File: src/inc/cc_pwr_pkg.sv
// constants for the cc and power status register bank
package cc_pwr_pkg;

	// ----------------------------------------
	// register offsets
	// ----------------------------------------
	localparam logic [7:0] OFS_CC_LINE_STATUS = 8'h1d;
	localparam logic [7:0] OFS_POWER_LINE_STATUS = 8'h1e;
	localparam logic [7:0] UNMAPPED_DATA = 8'h00;

	// ----------------------------------------
	// cc_line_status fields
	// ----------------------------------------
	localparam int CC_LOOKING_BIT = 5;
	localparam int CC_PRESENT_RD_BIT = 4;
	localparam int CC_LINE2_LSB = 2;
	localparam int CC_LINE1_LSB = 0;
	localparam logic [7:0] CC_LINE_STATUS_RST = 8'h10;

	// ----------------------------------------
	// power_line_status fields
	// ----------------------------------------
	localparam int PW_DEBUG_BIT = 7;
	localparam int PW_INIT_BIT = 6;
	localparam int PW_HV_SOURCING_BIT = 5;
	localparam int PW_BUS_SOURCING_BIT = 4;
	localparam int PW_MONITOR_BIT = 3;
	localparam int PW_BUS_PRESENT_BIT = 2;
	localparam int PW_CABLE_PRESENT_BIT = 1;
	localparam int PW_BUS_SINKING_BIT = 0;
	localparam logic [7:0] PW_STATUS_RST = 8'h00;

	// ----------------------------------------
	// line state codes
	// ----------------------------------------
	localparam logic [1:0] ST_OPEN = 2'h0;
	localparam logic [1:0] ST_SRC_RA = 2'h1;
	localparam logic [1:0] ST_SRC_RD = 2'h2;
	localparam logic [1:0] ST_SNK_DEFAULT = 2'h1;
	localparam logic [1:0] ST_SNK_1P5 = 2'h2;
	localparam logic [1:0] ST_SNK_3P0 = 2'h3;

	// termination selection per line
	localparam logic [1:0] SEL_RA = 2'h0;
	localparam logic [1:0] SEL_RP = 2'h1;
	localparam logic [1:0] SEL_RD = 2'h2;
	localparam logic [1:0] SEL_OPEN = 2'h3;

	// ----------------------------------------
	// raw detector bundle layout
	// ----------------------------------------
	localparam int RAW_W = 18;
	localparam int RAW_LOOKING = 0;
	localparam int RAW_PRESENT_RD = 1;
	localparam int RAW_DEBUG_B = 2;
	localparam int RAW_INIT = 3;
	localparam int RAW_MONITOR = 4;
	localparam int RAW_ABOVE_4V = 5;
	localparam int RAW_BELOW_3V5 = 6;
	localparam int RAW_CABLE_DET = 7;
	localparam int RAW_LINE1 = 8;
	localparam int RAW_LINE2 = 13;
	localparam int LINE_FLAGS = 5;
	localparam int LF_BELOW_RA = 0;
	localparam int LF_IN_RD = 1;
	localparam int LF_RP_DEF = 2;
	localparam int LF_RP_1P5 = 3;
	localparam int LF_RP_3P0 = 4;
	// presenting rd, debug pin idle high, bus below 3.5 v
	localparam logic [RAW_W-1:0] RAW_RST = 18'h0_0046;

endpackage

File: src/inc/detector_if.sv
// bundle of raw detector levels and their synchronised copies
`timescale 1ns/10ps
interface detector_if;
	logic [cc_pwr_pkg::RAW_W-1:0] raw;
	logic [cc_pwr_pkg::RAW_W-1:0] synced;

	modport sync_side (input raw, output synced);
	modport user_side (output raw, input synced);
endinterface

File: src/rtl/detector_sync.sv
// two-flop synchroniser for the detector bundle
`timescale 1ns/10ps
module detector_sync
(
	// clock and reset
	input wire logic clk,
	input wire logic rst_sync_b,
	// detector bundle
	detector_if.sync_side det
);

	logic [cc_pwr_pkg::RAW_W-1:0] meta_ff;
	logic [cc_pwr_pkg::RAW_W-1:0] stable_ff;

	// ----------------------------------------
	// two stages per bit
	// ----------------------------------------
	always_ff @(posedge clk or negedge rst_sync_b)
	begin
		if (!rst_sync_b)
		begin
			meta_ff <= cc_pwr_pkg::RAW_RST;
			stable_ff <= cc_pwr_pkg::RAW_RST;
		end
		else
		begin
			meta_ff <= det.raw;
			stable_ff <= meta_ff;
		end
	end

	assign det.synced = stable_ff;

endmodule

File: src/rtl/cc_and_power_status_regs.sv
// cc and power status registers of a type-c port controller
`timescale 1ns/10ps

// How it works
// - cc_line_status refreshed live, never latched
// - power status refreshed live, never latched
// - bit5 high while searching; fall means found
// - bit4 zero for rp, one for rd
// - rp or bit4 zero: source line encoding
// - rd or bit4 one: sink line encoding
// - ra selection reports open code
// - line2 forced open when searching or enable with flip0
// - line1 forced open when searching or enable with flip1
// - bit7 mirrors debug accessory output
// - bit6 high during internal initialisation
// - bits 5 and 4 always zero
// - bit0 always zero
// - bit3 shows bus presence monitor active
// - bit2 sets above 4v, clears below 3.5v
// - bit1 cable power present, gated by enable
// - enable drives cable power per flip
module cc_and_power_status_regs
(
	// clock and reset
	input wire logic clk,
	input wire logic rst_b,

	// register access
	input wire logic [7:0] reg_addr,
	input wire logic reg_rd_en,
	input wire logic reg_wr_en,
	output logic [7:0] reg_rdata_ff,
	output logic reg_ack_ff,

	// control from neighbouring registers, same clock
	input wire logic cable_power_enable,
	input wire logic plug_flip,
	input wire logic [1:0] line1_term_sel,
	input wire logic [1:0] line2_term_sel,

	// analog detector levels, asynchronous
	input wire logic looking_for_attach,
	input wire logic presenting_rd,
	input wire logic debug_accessory_output_b,
	input wire logic init_in_progress,
	input wire logic bus_presence_monitor_on,
	input wire logic bus_above_4v,
	input wire logic bus_below_3v5,
	input wire logic cable_power_detect,
	input wire logic [4:0] line1_flags,
	input wire logic [4:0] line2_flags,

	// derived outputs
	output logic attach_found_ff,
	output logic cable_power_line1_on_ff,
	output logic cable_power_line2_on_ff
);

	// ----------------------------------------
	// reset release
	// ----------------------------------------
	logic rst_meta_ff;
	logic rst_sync_ff;

	// every flop below leaves reset on one edge, never mid-cycle,
	// so no register can see half a release

	always_ff @(posedge clk or negedge rst_b)
	begin
		if (!rst_b)
		begin
			rst_meta_ff <= 1'b0;
			rst_sync_ff <= 1'b0;
		end
		else
		begin
			rst_meta_ff <= 1'b1;
			rst_sync_ff <= rst_meta_ff;
		end
	end

	// ----------------------------------------
	// detector synchronisation
	// ----------------------------------------
	detector_if det ();

	assign det.raw[cc_pwr_pkg::RAW_LOOKING] = looking_for_attach;
	assign det.raw[cc_pwr_pkg::RAW_PRESENT_RD] = presenting_rd;
	assign det.raw[cc_pwr_pkg::RAW_DEBUG_B] = debug_accessory_output_b;
	assign det.raw[cc_pwr_pkg::RAW_INIT] = init_in_progress;
	assign det.raw[cc_pwr_pkg::RAW_MONITOR] = bus_presence_monitor_on;
	assign det.raw[cc_pwr_pkg::RAW_ABOVE_4V] = bus_above_4v;
	assign det.raw[cc_pwr_pkg::RAW_BELOW_3V5] = bus_below_3v5;
	assign det.raw[cc_pwr_pkg::RAW_CABLE_DET] = cable_power_detect;
	assign det.raw[cc_pwr_pkg::RAW_LINE1 +: cc_pwr_pkg::LINE_FLAGS] =
		line1_flags;
	assign det.raw[cc_pwr_pkg::RAW_LINE2 +: cc_pwr_pkg::LINE_FLAGS] =
		line2_flags;

	// bits of the bundle may settle a cycle apart; a line field built
	// from two flags can show a mixed code for one cycle
	detector_sync u_sync
	(
		.clk(clk),
		.rst_sync_b(rst_sync_ff),
		.det(det.sync_side)
	);

	logic s_looking;
	logic s_present_rd;
	logic s_debug_b;
	logic s_init;
	logic s_monitor;
	logic s_above_4v;
	logic s_below_3v5;
	logic s_cable_det;

	assign s_looking = det.synced[cc_pwr_pkg::RAW_LOOKING];
	assign s_present_rd = det.synced[cc_pwr_pkg::RAW_PRESENT_RD];
	assign s_debug_b = det.synced[cc_pwr_pkg::RAW_DEBUG_B];
	assign s_init = det.synced[cc_pwr_pkg::RAW_INIT];
	assign s_monitor = det.synced[cc_pwr_pkg::RAW_MONITOR];
	assign s_above_4v = det.synced[cc_pwr_pkg::RAW_ABOVE_4V];
	assign s_below_3v5 = det.synced[cc_pwr_pkg::RAW_BELOW_3V5];
	assign s_cable_det = det.synced[cc_pwr_pkg::RAW_CABLE_DET];

	// ----------------------------------------
	// per-line state encoding
	// ----------------------------------------
	logic [1:0] term_sel [2];
	logic [4:0] line_flags [2];
	logic [1:0] line_state [2];
	// value of plug_flip that puts cable power on each line
	localparam logic FORCE_FLIP [2] = '{1'b1, 1'b0};

	assign term_sel[0] = line1_term_sel;
	assign term_sel[1] = line2_term_sel;
	assign line_flags[0] =
		det.synced[cc_pwr_pkg::RAW_LINE1 +: cc_pwr_pkg::LINE_FLAGS];
	assign line_flags[1] =
		det.synced[cc_pwr_pkg::RAW_LINE2 +: cc_pwr_pkg::LINE_FLAGS];

	// same decode for both lines; only the forcing flip differs
	genvar gi;
	generate
		for (gi = 0; gi < 2; gi++)
		begin : g_line
			logic use_source;
			logic use_sink;
			logic forced_open;
			logic [1:0] src_code;
			logic [1:0] snk_code;

			// explicit selection wins; open selection follows bit4
			assign use_source = (term_sel[gi] == cc_pwr_pkg::SEL_RP) ||
				((term_sel[gi] == cc_pwr_pkg::SEL_OPEN) && !s_present_rd);
			assign use_sink = (term_sel[gi] == cc_pwr_pkg::SEL_RD) ||
				((term_sel[gi] == cc_pwr_pkg::SEL_OPEN) && s_present_rd);

			// line carrying cable power cannot be measured
			assign forced_open = s_looking || (cable_power_enable &&
				(plug_flip == FORCE_FLIP[gi]));

			always_comb
			begin
				if (line_flags[gi][cc_pwr_pkg::LF_IN_RD])
					src_code = cc_pwr_pkg::ST_SRC_RD;
				else if (line_flags[gi][cc_pwr_pkg::LF_BELOW_RA])
					src_code = cc_pwr_pkg::ST_SRC_RA;
				else
					src_code = cc_pwr_pkg::ST_OPEN;
			end

			always_comb
			begin
				if (line_flags[gi][cc_pwr_pkg::LF_RP_3P0])
					snk_code = cc_pwr_pkg::ST_SNK_3P0;
				else if (line_flags[gi][cc_pwr_pkg::LF_RP_1P5])
					snk_code = cc_pwr_pkg::ST_SNK_1P5;
				else if (line_flags[gi][cc_pwr_pkg::LF_RP_DEF])
					snk_code = cc_pwr_pkg::ST_SNK_DEFAULT;
				else
					snk_code = cc_pwr_pkg::ST_OPEN;
			end

			always_comb
			begin
				if (forced_open)
					line_state[gi] = cc_pwr_pkg::ST_OPEN;
				else if (term_sel[gi] == cc_pwr_pkg::SEL_RA)
					line_state[gi] = cc_pwr_pkg::ST_OPEN;
				else if (use_source)
					line_state[gi] = src_code;
				else if (use_sink)
					line_state[gi] = snk_code;
				else
					line_state[gi] = cc_pwr_pkg::ST_OPEN;
			end
		end
	endgenerate

	// ----------------------------------------
	// cc_line_status register
	// ----------------------------------------
	logic [7:0] cc_line_status_ff;
	logic [7:0] nxt_cc_line_status;

	always_comb
	begin
		nxt_cc_line_status = 8'h00;
		nxt_cc_line_status[cc_pwr_pkg::CC_LOOKING_BIT] = s_looking;
		nxt_cc_line_status[cc_pwr_pkg::CC_PRESENT_RD_BIT] = s_present_rd;
		nxt_cc_line_status[cc_pwr_pkg::CC_LINE2_LSB +: 2] = line_state[1];
		nxt_cc_line_status[cc_pwr_pkg::CC_LINE1_LSB +: 2] = line_state[0];
	end

	// reserved bits stay zero
	// refreshed every cycle, nothing held
	always_ff @(posedge clk or negedge rst_sync_ff)
	begin
		if (!rst_sync_ff)
			cc_line_status_ff <= cc_pwr_pkg::CC_LINE_STATUS_RST;
		else
			cc_line_status_ff <= nxt_cc_line_status;
	end

	// ----------------------------------------
	// attach found event
	// ----------------------------------------
	logic looking_prev_ff;

	always_ff @(posedge clk or negedge rst_sync_ff)
	begin
		if (!rst_sync_ff)
			looking_prev_ff <= 1'b0;
		else
			looking_prev_ff <= cc_line_status_ff[cc_pwr_pkg::CC_LOOKING_BIT];
	end

	// one-cycle pulse on the falling edge of the looking bit
	// uses the registered bit so the pulse lines up with reads
	always_ff @(posedge clk or negedge rst_sync_ff)
	begin
		if (!rst_sync_ff)
			attach_found_ff <= 1'b0;
		else
			attach_found_ff <= looking_prev_ff &&
				!cc_line_status_ff[cc_pwr_pkg::CC_LOOKING_BIT];
	end

	// ----------------------------------------
	// bus presence hysteresis
	// ----------------------------------------
	logic bus_present_ff;

	// between thresholds the last decision holds
	// low comparator wins, so a sagging bus never reads present
	always_ff @(posedge clk or negedge rst_sync_ff)
	begin
		if (!rst_sync_ff)
			bus_present_ff <= 1'b0;
		else if (s_below_3v5)
			bus_present_ff <= 1'b0;
		else if (s_above_4v)
			bus_present_ff <= 1'b1;
	end

	// ----------------------------------------
	// power status register
	// ----------------------------------------
	logic [7:0] pw_status_ff;
	logic [7:0] nxt_pw_status;

	always_comb
	begin
		nxt_pw_status = 8'h00;
		nxt_pw_status[cc_pwr_pkg::PW_DEBUG_BIT] = !s_debug_b;
		nxt_pw_status[cc_pwr_pkg::PW_INIT_BIT] = s_init;
		nxt_pw_status[cc_pwr_pkg::PW_HV_SOURCING_BIT] = 1'b0;
		nxt_pw_status[cc_pwr_pkg::PW_BUS_SOURCING_BIT] = 1'b0;
		nxt_pw_status[cc_pwr_pkg::PW_MONITOR_BIT] = s_monitor;
		nxt_pw_status[cc_pwr_pkg::PW_BUS_PRESENT_BIT] = bus_present_ff;
		nxt_pw_status[cc_pwr_pkg::PW_CABLE_PRESENT_BIT] =
			s_cable_det && cable_power_enable;
		nxt_pw_status[cc_pwr_pkg::PW_BUS_SINKING_BIT] = 1'b0;
	end

	always_ff @(posedge clk or negedge rst_sync_ff)
	begin
		if (!rst_sync_ff)
			pw_status_ff <= cc_pwr_pkg::PW_STATUS_RST;
		else
			pw_status_ff <= nxt_pw_status;
	end

	// ----------------------------------------
	// cable power switches
	// ----------------------------------------
	// the flip value selects the line not used for signalling
	// registered so the switch drive never glitches on a flip change
	always_ff @(posedge clk or negedge rst_sync_ff)
	begin
		if (!rst_sync_ff)
		begin
			cable_power_line1_on_ff <= 1'b0;
			cable_power_line2_on_ff <= 1'b0;
		end
		else
		begin
			cable_power_line1_on_ff <= cable_power_enable && plug_flip;
			cable_power_line2_on_ff <= cable_power_enable && !plug_flip;
		end
	end

	// ----------------------------------------
	// register read port
	// ----------------------------------------
	logic [7:0] nxt_rdata;

	always_comb
	begin
		unique case (reg_addr)
			cc_pwr_pkg::OFS_CC_LINE_STATUS:
				nxt_rdata = cc_line_status_ff;
			cc_pwr_pkg::OFS_POWER_LINE_STATUS:
				nxt_rdata = pw_status_ff;
			default:
				nxt_rdata = cc_pwr_pkg::UNMAPPED_DATA;
		endcase
	end

	// one cycle answer, no wait states; reads never disturb status
	// read data only changes on a read; writes only acknowledge
	always_ff @(posedge clk or negedge rst_sync_ff)
	begin
		if (!rst_sync_ff)
			reg_rdata_ff <= 8'h00;
		else if (reg_rd_en)
			reg_rdata_ff <= nxt_rdata;
	end

	always_ff @(posedge clk or negedge rst_sync_ff)
	begin
		if (!rst_sync_ff)
			reg_ack_ff <= 1'b0;
		else
			reg_ack_ff <= reg_rd_en || reg_wr_en;
	end

endmodule

File: config.mk
export PLATFORM = sky130hd
export DESIGN_NAME = cc_and_power_status_regs
export DESIGN_NICKNAME = d
export VERILOG_FILES = /design/src/inc/cc_pwr_pkg.sv /design/src/inc/detector_if.sv /design/src/rtl/detector_sync.sv /design/src/rtl/cc_and_power_status_regs.sv
export SDC_FILE = /design/constraint.sdc
export NUM_CORES = 1
export LEC_CHECK = 0
export BUFFER_PORTS_ARGS = -buffer_cell sky130_fd_sc_hd__buf_2
export CORE_MARGIN = 2
export CORE_UTILIZATION = 46
export DETAILED_ROUTE_END_ITERATION = 12
export PLACE_DENSITY = 0.73
export SLEW_MARGIN = 10
export SYNTH_ARGS = -nofsm -noshare
export SYNTH_HDL_FRONTEND = slang
export SYNTH_SLANG_ARGS = --single-unit
File: constraint.sdc
create_clock -name clk -period 2 [get_ports clk]
set_clock_uncertainty 0.15 [all_clocks]
set_input_delay 0.1 -clock clk [delete_from_list [all_inputs] [get_ports clk]]
set_output_delay 0.1 -clock clk [all_outputs]
set_load 0.005 [all_outputs]
---- Word level (Yosys, flattened, before mapping) ----
Cells that the tools add are included.
Widths: inputs -> output; s select.
word-level totals
  register bits ........................... 63
  bits of input ports ..................... 36
  output and inout bits ................... 12
  word-level logic and storage cells ...... 66
cells by class
  equal/unequal tests ..................... 8
  mux-type cells .......................... 21
  bitwise logic cells ..................... 1
  reduce and logical (&&, ||, !) cells .... 23
operators by type and width
  kind                number
  $mux 2              14
  $eq 8x5->1 const B  2
  $pmux 8 s2          1
  $logic_and 1x1->1   9
  $eq 2x2->1 const B  4
  $logic_or 1x1->1    7
  $mux 1              6
  $eq 2x1->1 const B  2
  $logic_not 1->1     4
  $logic_not 2->1     2
  $reduce_bool 2->1   1
  $not 1->1           1

---- Logic depth before layout (Yosys ltp) ----
  depth after elaboration ................. 7
  depth in mapped cells ................... 3
  depth with buffers taken out ............ 3

---- By module ----
From an unflattened synthesis, not the netlist that was laid out.
unflattened totals
  cell total of the unflattened synthesis .. 111
  area, all modules ....................... 1940.6 µm²
by module, submodules not included
  module                    instances  cells each  area each (µm²)  seq. area each (µm²)
  cc_and_power_status_regs  1          75          1032.2           676.9
  detector_sync             1          36          908.4            908.4

---- Least setup slack after synthesis ----
Ideal clock, no wire load.
  kind .................................... reg2reg
  start ................................... reg u_sync.stable_ff, in the netlist u_sync.det.synced[1]
  end ..................................... reg cc_line_status_ff[0]
  setup time .............................. 0.127 ns
  arrival ................................. 0.804 ns
  slack ................................... 0.920 ns
  cell stages (with the launch flop) ...... 4
  path buffers ............................ 0
  cell sequence ........................... dfstp_2 -> a21boi_0 -> nand3b_1 -> a21oi_2
RTL lines
  item                    line                             source
  from (decl)             detector_sync.sv:13              logic [cc_pwr_pkg::RAW_W-1:0] stable_ff;
  from (signal assigned)  detector_sync.sv:23              stable_ff <= cc_pwr_pkg::RAW_RST;
  from (signal assigned)  detector_sync.sv:28              stable_ff <= meta_ff;
  to (signal assigned)    cc_and_power_status_regs.sv:222  cc_line_status_ff <= cc_pwr_pkg::CC_LINE_STATUS_RST;
  to (signal assigned)    cc_and_power_status_regs.sv:224  cc_line_status_ff <= nxt_cc_line_status;
  to (decl)               cc_and_power_status_regs.sv:205  logic [7:0] cc_line_status_ff;

==> results.py <==
metrics = {
    "worst_hold_path": {
        "worstHoldPathCells": 4,
        "holdPathEnd": "cc_line_status_ff[3]",
        "hold_path_class": "in2reg",
        "min_from": "line2_term_sel[0]",
    },
    "global_routing": {
        "overflow": 0,
        "grtUsageTotal_pct": 15.89,
        "antenna_found_initial": 0,
        "grt_max_degree": 60,
        "grt_pass1_vias": 1187,
        "grt_pass1_wl_mm": 5.099,
    },
    "logic_synthesis": {
        "syn-num-nets": 147,
        "synth_largest_area_cell": "dfrtp_1",
        "yosysUniqueCellTypes": 22,
        "avgSynthCellArea_um2": 17.36,
        "syn-cell-area_mm2": 0.001927,
        "ys_ff_latch": 63,
        "ys_seq_area_share_pct": 82.27,
        "ys_warn_count": 0,
        "yosys-top-cells-area": "dfrtp_1, dfstp_2, a32o_1, nor2b_1, o221ai_1",
        "synthCells": 111,
        "synth.top_cell.area_share_pct": 72.73,
    },
    "layout": {
        "fin_util_pct": 67.92,
        "nets": 237,
        "drive_above_1_share_pct": 35.44,
        "fin_cells": 256,
        "antenna_cells": 0,
        "syn2layout_area_growth_pct": 42.01,
        "nFillCells": 300,
    },
    "cts": {
        "path_clk_slew_ns": 0.06,
        "postCtsSetupRepairBufs": 0,
        "clock-root-buffer": "clkbuf_8",
        "cts_sinks": 63,
        "htreeDepth": 3,
        "cts_buffers": 9,
        "cts_resized": 0,
        "cts_tree": "built",
        "clk_latency_ns": 0.32,
        "cts_buffer_depth": 2,
    },
    "power": {
        "power.total_mw": 2.474,
        "peakVddDrop_mv": 0.5305,
        "p_leak_nw": 1.291,
        "p_per_area_mw_per_mm2": 904.1,
    },
    "worst_setup_path": {
        "r2r_start": "u_sync.det.synced[1]",
        "path_cells": "dlygate4sd3_1 -> buf_2 -> nor2b_1 -> or3_1 -> a21oi_1 -> dlygate4sd3_1",
        "worstReg2RegEnd": "cc_line_status_ff[2]",
        "critPathMostFrequentCell": "dlygate4sd3_1",
        "critPathTopFamily": "buffers and inverters",
        "critical_path_buf_inv_count": 3,
        "rr_worst_depth": 4,
        "arrival_ns": 1.91,
        "crit_slowest_cell": "dlygate4sd3_1",
        "r2r_setup_slack_ns": 0.31,
        "start_kind": "input port",
        "setup.worst_path.end_class": "register",
        "critical_path.max_stage_delay_ns": 0.54,
        "path_max_fanout": 3,
        "required_ns": 2.11,
        "crit_type": "in2reg",
    },
    "die": {
        "rows": 23,
        "start_util_pct": 47.83,
        "die_x_um": 68.72,
        "io_pins": 48,
        "die_y_um": 68.72,
        "dieArea_mm2": 0.004722,
        "core_mm2": 0.004029,
    },
    "timing": {
        "setup_tns_ns": 0,
        "holdWs_ns": 0.01564,
        "rsz0062_at_grt": "no",
        "period_share_pct": 89.95,
        "fin_crit_ns": 1.799,
        "max_freq_ghz": 0.5559,
        "slew_violations": 0,
        "hold_violations": 0,
        "setup_viol": 0,
    },
    "placed_design": {
        "dpl.hpwl_mm": 2.030,
        "portBuffers": 47,
        "placedCellCount": 209,
        "gp_congestion": 0.7969,
    },
    "routing": {
        "ant_nets": 0,
        "via_per_inst": 4.672,
        "totalWireLength_mm": 3.135,
        "vias": 1196,
        "drtIter0Drc": 63,
        "first_pass_iters": 6,
        "drc": 0,
        "wl_per_cell_um": 12.25,
    },
    "flow_run": {
        "drv_cap": 0,
    },
    "status": {
        "outcome": "finished, final reports clean",
    },
}
==> worst max path at each step <==
| stage | cells after the start | slack (ns) | endpoint | start |
|---|---|---|---|---|
| after floorplan | 0 | 0.78 | attach_found_ff | rst_sync_ff |
| after global placement | 3 | 0.87 | cc_line_status_ff[2] | u_sync.det.synced[1] |
| after detailed placement | 2 | 0.85 | cc_line_status_ff[3] | u_sync.det.synced[0] |
| after CTS | 6 | 0.22 | cc_line_status_ff[2] | cable_power_enable |
| after global routing | 6 | 0.13 | cc_line_status_ff[2] | cable_power_enable |
| final | 6 | 0.20 | cc_line_status_ff[2] | cable_power_enable |
==> layout by cell type (no fill, tap or decap), drive strengths merged, types with 3 or more instances in the layout <==
master / instances
dfrtp: 56
buf: 48
dlygate4sd3: 31
clkbuf: 16
dfstp: 7
nor2b: 6
a32o: 5
inv: 4
o221ai: 4
nor2: 4
a21oi: 4
a22oi: 3
o2bb2ai: 3
==> cells by family after synthesis <==
family                 Yosys count  share of synthesized area [%]
flip-flops                      63                          82.27
AND/OR/NAND/NOR                 22                          7.597
AO/OA/AOI/OAI                   21                          9.156
buffers and inverters            4                         0.7790
other                            1                         0.1946
==> routing by layer <==
metal	track usage, %	share of wire, %
met3	7.305	8.5
met4	8.088	0.70
met5	0	0
met1	18.00	43
met2	25.36	48
==> worst min-delay path, cell delays in order <==
cell and delay [ns]:
buf_2 0.11, nor2_1 0.08, or3_1 0.11, a21oi_1 0.05
==> sequential cells by signal (all words and copies together), names as in the netlist, 5 cells and up <==
name               cells
u_sync.meta_ff        18
reg_rdata_ff           8
cc_line_status_ff      6
u_sync.det.synced     18
pw_status_ff           5
==> cell usage after synthesis (all sizes together) <==
master   number
dfrtp        56
dfstp         7
nor2b         6
a32o          5
a21oi         4
inv           4
nor2          4
o221ai        4
a22oi         3
o2bb2ai       3
a21boi        2
and2          2
nand2         2
nand3b        2
or3           2
and4b         1
and4bb        1
conb          1
nand4b        1
or2           1
==> through the flow <==
step / worst slack, ns / instance area [um^2]
after floorplan: 0.7751 / 1928
after global placement: 0.8674 / 2246
after detailed placement: 0.8468 / 2246
after CTS: 0.2207 / 2736
after global routing: 0.1312 / 2736
final: 0.2010 / 2736
==> final cells by class <==
class                   instances  area (um^2)  share of cell area, %
inverters                       4        15.01                 0.5487
well taps                      50        62.56                  2.286
multi-input cells              44        326.6                  11.93
repair buffers                 79        565.5                  20.67
clock buffers                  16        180.2                  6.584
flip-flops and latches         63         1587                  57.98
==> power breakdown <==
group / internal (mW) / switching, mW / total (mW)
Combinational: 0.0878 / 0.0626 / 0.150
Sequential: 1.34 / 0.0216 / 1.36
Clock: 0.554 / 0.410 / 0.964
Total: 1.98 / 0.494 / 2.47
==> what timing repair did <==
action,in CTS,in global routing
hold buffers,31,0
endpoints found under the hold margin,32,0
endpoints found under the setup margin,0,0
Note: power is estimated with default switching activity, not from simulation.
